**config.mk**
```make
export PLATFORM = sky130hd
export DESIGN_NAME = dpaf_host
export DESIGN_NICKNAME = d
export VERILOG_FILES = /design/src/hdl/dpaf_pkg.sv /design/src/hdl/dpaf_sync.sv /design/src/hdl/dpaf_host.sv
export SDC_FILE = /design/constraint.sdc
export NUM_CORES = 1
export LEC_CHECK = 0
export BUFFER_PORTS_ARGS = -buffer_cell sky130_fd_sc_hd__buf_2
export CAP_MARGIN = 15
export CORE_ASPECT_RATIO = 2
export CORE_UTILIZATION = 49
export DETAILED_ROUTE_END_ITERATION = 12
export GPL_TIMING_DRIVEN = 0
export HOLD_SLACK_MARGIN = 0.12
export PLACE_DENSITY = 0.75
export SLEW_MARGIN = 10
export SYNTH_ARGS = -nofsm -noshare
export SYNTH_HDL_FRONTEND = slang
export SYNTH_HIERARCHICAL = 1
export SYNTH_SLANG_ARGS = --single-unit
export TNS_END_PERCENT = 100
```
**constraint.sdc**
```tcl
create_clock -name SYS_CLK_IN -period 1.8 [get_ports SYS_CLK_IN]
set_input_delay 0.36 -clock SYS_CLK_IN [delete_from_list [all_inputs] [get_ports SYS_CLK_IN]]
set_output_delay 0.36 -clock SYS_CLK_IN [all_outputs]
set_load 0.01 [all_outputs]
```
**src/hdl/dpaf_pkg.sv**
```systemverilog
// Purpose: constants shared by the dual-port flag/port host controller
// Assumes: 25 MHz system clock, 8K-deep variant with 18 data bits
// Notes:   register indices are word offsets on the avalon slave
package dpaf_pkg;

  // pin widths
  localparam int ADDR_W = 13;
  localparam int DATA_W = 18;

  // avalon register word offsets
  localparam logic [2:0] REG_CTRL   = 3'h0;
  localparam logic [2:0] REG_ADDR   = 3'h1;
  localparam logic [2:0] REG_WDATA  = 3'h2;
  localparam logic [2:0] REG_CMD    = 3'h3;
  localparam logic [2:0] REG_RDATA  = 3'h4;
  localparam logic [2:0] REG_STATUS = 3'h5;

  // field positions
  localparam int CTRL_DRIVE_BIT  = 0;
  localparam int CTRL_BLOCK_BIT  = 1;
  localparam int CMD_GO_BIT      = 0;
  localparam int CMD_OP_LSB      = 1;
  localparam int ST_BUSY_BIT     = 0;
  localparam int ST_IRQ_BIT      = 1;
  localparam int ST_CONFLICT_BIT = 2;
  localparam int ST_OWNED_BIT    = 3;
  localparam int ST_FLAGPIN_BIT  = 4;

  // semaphore index sits in the low address bits
  localparam int SEM_IDX_W = 3;

  // reset values
  localparam logic [1:0]        CTRL_RST  = 2'h0;
  localparam logic [ADDR_W-1:0] ADDR_RST  = 13'h0000;
  localparam logic [DATA_W-1:0] DATA_RST  = 18'h00000;

  // timing, in ns as printed, then cycles derived from the clock
  localparam int CLK_NS      = 40;
  localparam int T_BUSY_NS   = 20;
  localparam int T_ACC_NS    = 25;
  localparam int T_WP_NS     = 20;
  localparam int SYNC_STAGES = 2;
  localparam int BUSY_CYC    = (T_BUSY_NS + CLK_NS - 1) / CLK_NS;
  localparam int ACC_CYC     = (T_ACC_NS + CLK_NS - 1) / CLK_NS;
  localparam int WP_CYC      = (T_WP_NS + CLK_NS - 1) / CLK_NS;
  localparam logic [3:0] SETUP_CNT =
    4'(BUSY_CYC + ACC_CYC + SYNC_STAGES);
  localparam logic [3:0] PULSE_CNT = 4'(WP_CYC);

  typedef enum logic [1:0] {
    OP_MEM_RD = 2'b00,
    OP_MEM_WR = 2'b01,
    OP_SEM_RD = 2'b10,
    OP_SEM_WR = 2'b11
  } dpaf_op_t;

  typedef enum logic [2:0] {
    ST_IDLE  = 3'b000,
    ST_SETUP = 3'b001,
    ST_CHECK = 3'b010,
    ST_PULSE = 3'b011,
    ST_RECOV = 3'b100,
    ST_END   = 3'b101
  } dpaf_state_t;

endpackage

```
**src/hdl/dpaf_sync.sv**
```systemverilog
// Purpose: two-flop synchroniser for a bundle of pin inputs
// Assumes: bits are independent levels
// Notes:   multi-bit words are only read after they have been stable
`timescale 1ns/1ps
`default_nettype none
module dpaf_sync #(
  parameter int W = 1
) (
  input  wire logic         clk_in,
  input  wire logic         rst_b_in,
  input  wire logic [W-1:0] d_in,
  output var  logic [W-1:0] q_out
);

  logic [W-1:0] meta_r;

  genvar i;
  generate
    for (i = 0; i < W; i++) begin : g_bit
      always_ff @(posedge clk_in or negedge rst_b_in) begin
        if (!rst_b_in) begin
          meta_r[i] <= 1'b1;
          q_out[i]  <= 1'b1;
        end else begin
          meta_r[i] <= d_in[i];
          q_out[i]  <= meta_r[i];
        end
      end
    end
  endgenerate

endmodule
`default_nettype wire

```
**src/hdl/dpaf_host.sv**
```systemverilog
// Purpose: host controller driving one port of a two-port static memory
// Assumes: software reaches it over avalon-mm with waitrequest
// Notes:   memory data, semaphores, mailbox and conflict pin on one port
//
// Summary of operation
// - host keeps memory enable high and flag select low for semaphores.
// - host holds address and enable until conflict flag settles, then writes.
// - host stalls a memory access while its conflict flag is low, except in slave mode where it drives the pin itself; semaphore accesses go ahead.
// - in slave mode host holds conflict inputs high, or low to block writes.
// - software writes one to every semaphore after power-up.
`timescale 1ns/1ps
`default_nettype none
module dpaf_host
  import dpaf_pkg::*;
(
  // clock and reset
  input  wire logic              SYS_CLK_IN,
  input  wire logic              RST_B_IN,
  // avalon-mm slave
  input  wire logic [2:0]        AVS_ADDRESS_IN,
  input  wire logic              AVS_READ_IN,
  input  wire logic              AVS_WRITE_IN,
  input  wire logic [31:0]       AVS_WRITEDATA_IN,
  output var  logic [31:0]       AVS_READDATA_OUT,
  output var  logic              AVS_WAITREQUEST_OUT,
  // memory port control, active low
  output var  logic              PORT_CE_B_OUT,
  output var  logic              PORT_OE_B_OUT,
  output var  logic              PORT_RW_B_OUT,
  output var  logic              PORT_FLAG_SPACE_SELECT_B_OUT,
  output var  logic [ADDR_W-1:0] PORT_ADDR_OUT,
  // data pins, two-way
  input  wire logic [DATA_W-1:0] PORT_DQ_IN,
  output var  logic [DATA_W-1:0] PORT_DQ_OUT,
  output var  logic              PORT_DQ_OE_OUT,
  // conflict flag pin, two-way, active low
  input  wire logic              CONFLICT_FLAG_B_IN,
  output var  logic              CONFLICT_FLAG_B_OUT,
  output var  logic              CONFLICT_FLAG_OE_OUT,
  // mailbox interrupt pin, active low
  input  wire logic              MAILBOX_IRQ_B_IN
);

  // synchronised pins
  logic [DATA_W+1:0] pin_sync;
  logic [DATA_W-1:0] dq_s;
  logic              conflict_b_s;
  logic              irq_b_s;

  dpaf_sync #(.W(DATA_W + 2)) u_sync (
    .clk_in   (SYS_CLK_IN),
    .rst_b_in (RST_B_IN),
    .d_in     ({MAILBOX_IRQ_B_IN, CONFLICT_FLAG_B_IN, PORT_DQ_IN}),
    .q_out    (pin_sync)
  );

  assign dq_s         = pin_sync[DATA_W-1:0];
  assign conflict_b_s = pin_sync[DATA_W];
  assign irq_b_s      = pin_sync[DATA_W+1];

  // ---------------- bus group ----------------
  logic [1:0]        ctrl_r,  ctrl_nxt;
  logic [ADDR_W-1:0] addr_r,  addr_nxt;
  logic [DATA_W-1:0] wdata_r, wdata_nxt;
  logic              wait_r,  wait_nxt;
  logic [31:0]       rdbus_r, rdbus_nxt;
  logic              bus_take;
  logic              start;
  dpaf_op_t          start_op;
  logic              conflict_clr;

  // engine state read by the bus
  dpaf_state_t       state_r, state_nxt;
  logic [DATA_W-1:0] rdata_r, rdata_nxt;
  logic              seen_r,  seen_nxt;
  logic              owned_r, owned_nxt;

  always_comb begin
    ctrl_nxt     = ctrl_r;
    addr_nxt     = addr_r;
    wdata_nxt    = wdata_r;
    rdbus_nxt    = rdbus_r;
    wait_nxt     = 1'b1;
    start        = 1'b0;
    start_op     = dpaf_op_t'(AVS_WRITEDATA_IN[CMD_OP_LSB +: 2]);
    conflict_clr = 1'b0;
    // a command write waits in waitrequest while the engine is busy
    bus_take = (AVS_READ_IN || AVS_WRITE_IN) && wait_r &&
               !(AVS_WRITE_IN && AVS_ADDRESS_IN == REG_CMD &&
                 state_r != ST_IDLE);
    if (bus_take) begin
      wait_nxt  = 1'b0;
      rdbus_nxt = 32'h0;
      if (AVS_READ_IN) begin
        case (AVS_ADDRESS_IN)
          REG_CTRL:   rdbus_nxt[1:0] = ctrl_r;
          REG_ADDR:   rdbus_nxt[ADDR_W-1:0] = addr_r;
          REG_WDATA:  rdbus_nxt[DATA_W-1:0] = wdata_r;
          REG_RDATA:  rdbus_nxt[DATA_W-1:0] = rdata_r;
          REG_STATUS: begin
            rdbus_nxt[ST_BUSY_BIT]     = (state_r != ST_IDLE);
            rdbus_nxt[ST_IRQ_BIT]      = !irq_b_s;
            rdbus_nxt[ST_CONFLICT_BIT] = seen_r;
            rdbus_nxt[ST_OWNED_BIT]    = owned_r;
            rdbus_nxt[ST_FLAGPIN_BIT]  = !conflict_b_s;
          end
          default:    rdbus_nxt = 32'h0;
        endcase
      end
    end
    // writes take effect at the edge where waitrequest is seen low
    if (AVS_WRITE_IN && !wait_r) begin
      case (AVS_ADDRESS_IN)
        REG_CTRL:   ctrl_nxt  = AVS_WRITEDATA_IN[1:0];
        REG_ADDR:   addr_nxt  = AVS_WRITEDATA_IN[ADDR_W-1:0];
        REG_WDATA:  wdata_nxt = AVS_WRITEDATA_IN[DATA_W-1:0];
        REG_CMD:    start     = AVS_WRITEDATA_IN[CMD_GO_BIT];
        REG_STATUS: conflict_clr = AVS_WRITEDATA_IN[ST_CONFLICT_BIT];
        default:    ctrl_nxt  = ctrl_r;
      endcase
    end
  end

  always_ff @(posedge SYS_CLK_IN or negedge RST_B_IN) begin
    if (!RST_B_IN) begin
      ctrl_r  <= CTRL_RST;
      addr_r  <= ADDR_RST;
      wdata_r <= DATA_RST;
      wait_r  <= 1'b1;
      rdbus_r <= 32'h0;
    end else begin
      ctrl_r  <= ctrl_nxt;
      addr_r  <= addr_nxt;
      wdata_r <= wdata_nxt;
      wait_r  <= wait_nxt;
      rdbus_r <= rdbus_nxt;
    end
  end

  assign AVS_WAITREQUEST_OUT = wait_r;
  assign AVS_READDATA_OUT    = rdbus_r;

  // conflict pin drive for a device strapped as slave
  always_ff @(posedge SYS_CLK_IN or negedge RST_B_IN) begin
    if (!RST_B_IN) begin
      CONFLICT_FLAG_OE_OUT <= 1'b0;
      CONFLICT_FLAG_B_OUT  <= 1'b1;
    end else begin
      CONFLICT_FLAG_OE_OUT <= ctrl_nxt[CTRL_DRIVE_BIT];
      CONFLICT_FLAG_B_OUT  <= !ctrl_nxt[CTRL_BLOCK_BIT];
    end
  end

  // ---------------- engine group ----------------
  dpaf_op_t          op_r,   op_nxt;
  logic [3:0]        cnt_r,  cnt_nxt;
  logic              ce_b_r, ce_b_nxt;
  logic              oe_b_r, oe_b_nxt;
  logic              rw_b_r, rw_b_nxt;
  logic              fs_b_r, fs_b_nxt;
  logic [ADDR_W-1:0] pa_r,   pa_nxt;
  logic [DATA_W-1:0] dq_r,   dq_nxt;
  logic              dqoe_r, dqoe_nxt;
  logic              is_sem;
  logic              is_wr;
  logic              stall;

  assign is_sem = op_r[1];
  assign is_wr  = op_r[0];
  // when we drive the pin ourselves the device is a slave and never stalls
  assign stall  = !conflict_b_s && !ctrl_r[CTRL_DRIVE_BIT];

  always_comb begin
    state_nxt = state_r;
    op_nxt    = op_r;
    cnt_nxt   = cnt_r;
    ce_b_nxt  = ce_b_r;
    oe_b_nxt  = oe_b_r;
    rw_b_nxt  = rw_b_r;
    fs_b_nxt  = fs_b_r;
    pa_nxt    = pa_r;
    dq_nxt    = dq_r;
    dqoe_nxt  = dqoe_r;
    rdata_nxt = rdata_r;
    owned_nxt = owned_r;
    seen_nxt  = seen_r;
    if (conflict_clr) begin
      seen_nxt = 1'b0;
    end
    case (state_r)
      ST_IDLE: begin
        if (start) begin
          op_nxt    = start_op;
          state_nxt = ST_SETUP;
          cnt_nxt   = SETUP_CNT;
          pa_nxt    = addr_r;
          // semaphores: memory enable high, flag select low
          ce_b_nxt  = start_op[1];
          fs_b_nxt  = !start_op[1];
          oe_b_nxt  = start_op[0];
          dqoe_nxt  = start_op[0];
          dq_nxt    = start_op[1] ?
                      {{(DATA_W-1){1'b0}}, wdata_r[0]} : wdata_r;
        end
      end
      ST_SETUP: begin
        // address and enable held while the master flag settles
        if (cnt_r <= 4'h1) begin
          state_nxt = ST_CHECK;
        end else begin
          cnt_nxt = cnt_r - 4'h1;
        end
      end
      ST_CHECK: begin
        if (stall && !is_sem) begin
          seen_nxt = 1'b1;
        end else if (is_wr) begin
          state_nxt = ST_PULSE;
          cnt_nxt   = PULSE_CNT;
          rw_b_nxt  = 1'b0;
        end else begin
          // the device latches the flag while select and oe stay low
          rdata_nxt = dq_s;
          if (is_sem) begin
            owned_nxt = !dq_s[0];
          end
          state_nxt = ST_END;
        end
      end
      ST_PULSE: begin
        if (cnt_r <= 4'h1) begin
          rw_b_nxt  = 1'b1;
          state_nxt = ST_RECOV;
        end else begin
          cnt_nxt = cnt_r - 4'h1;
        end
      end
      ST_RECOV: begin
        state_nxt = ST_END;
      end
      ST_END: begin
        // both selects high: the port drops to standby
        ce_b_nxt  = 1'b1;
        fs_b_nxt  = 1'b1;
        oe_b_nxt  = 1'b1;
        dqoe_nxt  = 1'b0;
        state_nxt = ST_IDLE;
      end
      default: begin
        state_nxt = ST_IDLE;
        ce_b_nxt  = 1'b1;
        fs_b_nxt  = 1'b1;
        oe_b_nxt  = 1'b1;
        rw_b_nxt  = 1'b1;
        dqoe_nxt  = 1'b0;
      end
    endcase
    if (stall && (state_r == ST_CHECK || state_r == ST_PULSE)) begin
      seen_nxt = 1'b1; // set wins over a clear in the same cycle
    end
  end

  always_ff @(posedge SYS_CLK_IN or negedge RST_B_IN) begin
    if (!RST_B_IN) begin
      state_r <= ST_IDLE;
      op_r    <= OP_MEM_RD;
      cnt_r   <= 4'h0;
      ce_b_r  <= 1'b1;
      oe_b_r  <= 1'b1;
      rw_b_r  <= 1'b1;
      fs_b_r  <= 1'b1;
      pa_r    <= ADDR_RST;
      dq_r    <= DATA_RST;
      dqoe_r  <= 1'b0;
      rdata_r <= DATA_RST;
      owned_r <= 1'b0;
      seen_r  <= 1'b0;
    end else begin
      state_r <= state_nxt;
      op_r    <= op_nxt;
      cnt_r   <= cnt_nxt;
      ce_b_r  <= ce_b_nxt;
      oe_b_r  <= oe_b_nxt;
      rw_b_r  <= rw_b_nxt;
      fs_b_r  <= fs_b_nxt;
      pa_r    <= pa_nxt;
      dq_r    <= dq_nxt;
      dqoe_r  <= dqoe_nxt;
      rdata_r <= rdata_nxt;
      owned_r <= owned_nxt;
      seen_r  <= seen_nxt;
    end
  end

  assign PORT_CE_B_OUT                = ce_b_r;
  assign PORT_OE_B_OUT                = oe_b_r;
  assign PORT_RW_B_OUT                = rw_b_r;
  assign PORT_FLAG_SPACE_SELECT_B_OUT = fs_b_r;
  assign PORT_ADDR_OUT                = pa_r;
  assign PORT_DQ_OUT                  = dq_r;
  assign PORT_DQ_OE_OUT               = dqoe_r;

endmodule
`default_nettype wire

```
==> summary.txt <==
Timing
  – Worst-margin pin slew: around 0.71 ns
  – Final hold vios: 0
  – Relative slew slack: 52.4%
  – Pins Over Slew Limit: 0
  – Final period util: 102%
  – RSZ-0062 raised after global routing: true
  – Fin crit period: ~1.8 ns
  – Max Fclk: 547 MHz
  – Final Worst Setup Slack: -0.0288 ns
  – Setup violations, final: 7
  – Clk_skew: 0.00643 ns

Power and ir drop
  – Leak pwr: 3.93 nW
  – Peak supply drop: slightly above 0.9 mV
  – Total chip power: about 0.011 W
  – Pwr per Cell Area: about 1400 nW/µm²

Worst setup path
  – First element of the critical path: state_r[1]$_DFFE_PN0P_
  – CP Depth: 6
  – Worst reg2reg startpoint: state_r[1]$_DFFE_PN0P_
  – Worst EP arrival: approximately 2.1 ns
  – CP Max Fanout: 5
  – Crit path kind: reg2reg
  – Critical Path Start Type: flop
  – Req. time, crit path: 2.10 ns
  – Critical Path Sink Type: flop
  – CP Cell Sequence: buf_6 > or3b_4 > nor2_4 > and2_4 > clkbuf_16 > mux2_4
  – Slowest CP cell: or3b_4
  – Worst Setup EP: rdata_r[10]$_DFFE_PN0P_
  – Worst reg2reg setup slack: -0.03 ns
  – Cell family with most CP delay: simple AND/OR/NAND/NOR gates
  – Slowest stage delay, CP: 0.42 ns
  – Worst R2R Path Depth: 6
  – Reg2reg end: rdata_r[10]$_DFFE_PN0P_
  – Crit path buf inv count: 2

Logic synthesis
  – Async set or reset register ratio after synthesis: 100%
  – Primary FF master, synth: dfrtp_1
  – Synth top area cells: dfrtp_1 44%, dfstp_2 19%, mux2_2 12%
  – Cell Area, Synth: 6390 µm²
  – Number of synthesized flops with an enable pin: 0
  – Syn Inst Count: 490
  – Synth Area in XOR/XNOR: less than 1%
  – Synth warn: 6
  – Syn avg cell area: about 13 µm²
  – Post-synthesis sequential area ratio: 62.7%
  – Largest family of logic cells by synthesized area: multiplexers
  – Post-Synth Adder-Cell Area: less than 1%
  – Synth area leader: dfrtp_1
  – Post-synthesis compound-gate area fraction: about 11%
  – Yosys reg bits: approximately 160
  – Post-synthesis mux area share: roughly an eighth
  – Post-synth top area share: between 40% and 50%
  – Number of library cell types mapped by synthesis: 53
  – Synth Area in Simple Gates: ~8.4%

Final layout
  – Most frequent cells in the layout: 112 x dfrtp_1, 104 x buf_2, 49 x mux2_2
  – Non-filler cells, final: around 800
  – # fillers: 990
  – Proportion of layout cells with a drive suffix above 1: 46.1%
  – Area grow syn2layout: 30.2%
  – Commonest non-fill, non-tap cell in the layout: dfrtp_1
  – Final #Nets: 719
  – # diodes: 0

Global routing
  – Total gr overflow: 0
  – Vias in the first global route: between 4000 and 5000
  – Largest net degree at the start of global routing: around 120
  – Initial antenna violation count: 0
  – Global-route wire length before repair: between 20000 and 25000 µm
  – Total GRT Usage: about a quarter

Clocking
  – CTS tree: done
  – Total CTS buffers: 17
  – CTS H-tree lvls: 4
  – Clock Latency Late Sink: approximately 0.42 ns
  – Worst-path clk slew: around 0.060 ns
  – Root Driver: clkbuf_16
  – TritonCTS Sinks: 158
  – Clock buffer depth: 2

Drt
  – Residual DRC count: 0
  – Post-Route WL: 16000 µm
  – Final ANT Viol Nets: 0
  – Router iterations before antenna repair: 5
  – Iter 0 DRT Violations: 281
  – Vias: approximately 4500
  – Via density: 5.54
  – Wire length per cell: 19.5 µm

Place
  – Port bufs: 100
  – DP HPWL: ~11000 µm
  – Dpl ws: -0.421 ns
  – GPL Wtd Cong: around 0.83
  – Dpl cells: about 750

Run
  – Max-cap violations: 0

Floorplan
  – Die ar.: 13500 µm²
  – Initial core utilization: between 50 and 60%
  – IO Pins: 130
  – Die span in x: 82.8 µm
  – FP Rows: 58
  – Die H: about 160 µm
  – CORE AREA: about 13000 µm²

Status
  – Outcome: complete, but fails checks
  – Failing checks: setup timing

Worst hold path
  – HP Class: in2reg
## cell usage after synthesis (3+ instances only)
cell / n
a22oi_1: 16
clkbuf_1: 16
nor2_1: 14
nor2b_1: 4
o22ai_1: 3
dfrtp_1: 112
nand2b_1: 20
o2bb2ai_1: 3
a21oi_1: 4
mux2_2: 67
buf_2: 7
inv_1: 11
a31oi_1: 3
o21ai_0: 33
dfstp_2: 46
nand2_1: 42
o31ai_1: 10
mux2i_1: 5
or3_1: 3
buf_4: 17
a2bb2oi_1: 13
o22a_1: 3
## registers in the layout, indices dropped and copies added, names as in the netlist, 2 cells and up
| name | cells |
|---|---|
| cnt_r | 4 |
| ctrl_r | 2 |
| wdata_r | 18 |
| PORT_ADDR_OUT | 13 |
| op_r | 2 |
| addr_r | 13 |
| PORT_DQ_OUT | 18 |
| rdata_r | 18 |
| state_r | 3 |
| u_sync/meta_r | 20 |
| AVS_READDATA_OUT | 18 |
| u_sync/q_out | 20 |
## cell type report
class,instances,area (µm²),share of cell area (%)
timing repair buffer,139,907,10.9
clock inverter,10,86.3,1.04
tap,150,188,2.25
buffer,38,265,3.19
sequential,158,4010,48.2
clock buffer,22,518,6.22
multi-input combinational,292,2300,27.7
inverter,12,45.0,0.541
## cells by family after synthesis
logic type      after synthesis
xor+xnor                      1
buf+inv                      53
other cells                   1
mux                          73
compound gates              100
simple gates                102
flops                       158
fa+ha+maj                     2
## metrics by stage
| step | utilization, % | hold WS [ns] | setup TNS [ns] | area [µm²] |
|---|---|---|---|---|
| after floorplan | - | 0.0644 | 0 | 6440 |
| after detailed placement | 56.8 | 0.265 | -18.74 | 7170 |
| after global routing | 65.9 | 0.163 | -0.868 | 8320 |
| after CTS | 64.7 | 0.156 | -0.800 | 8170 |
| after global placement | 56.5 | 0.346 | -250.97 | 7130 |
| final | 65.9 | 0.172 | -0.170 | 8320 |
## where the power goes
group          internal (W)  switching [W]
Sequential          0.00440       0.000598
Clock               0.00209        0.00152
Combinational       0.00152        0.00131
## per-layer routing
metal,track usage (%),vias up,wire length (µm)
li1,-,2048,-
met1,28.2,2278,5820
met2,42.7,173,8740
met3,4.92,46,695
met4,12.4,0,735
met5,0,-,0
## worst min path at each step
stage,start,to,cells past startpoint
2_1_floorplan,RST_B_IN,AVS_READDATA_OUT[0]$_DFFE_PN0P_,0
6_report,AVS_WRITEDATA_IN[15],wdata_r[15]$_DFFE_PN0P_,2
5_1_grt,AVS_WRITEDATA_IN[15],wdata_r[15]$_DFFE_PN0P_,2
3_5_place_dp,RST_B_IN,rdata_r[17]$_DFFE_PN0P_,1
4_1_cts,AVS_WRITEDATA_IN[15],wdata_r[15]$_DFFE_PN0P_,2
3_3_place_gp,u_sync/meta_r[8]$_DFF_PN1_,u_sync/q_out[8]$_DFF_PN1_,0
## worst reg2reg max path, stage by stage, from the launching register on
cell and delay [ns]:
dfrtp_1 0.34, buf_6 0.11, or3b_4 0.42, nor2_4 0.13, and2_4 0.24, clkbuf_16 0.18, mux2_4 0.30
## repair_timing
item | in CTS | in global routing
resized for setup | 21 | 34
setup buffers | 12 | 3
endpoints found under the hold margin | 60 | 0
gates cloned | 0 | 2
pin swaps | 4 | 4
setup endpoints to repair | 77 | 73
hold buffers | 21 | 0
Power figures use the tool's default switching activity.
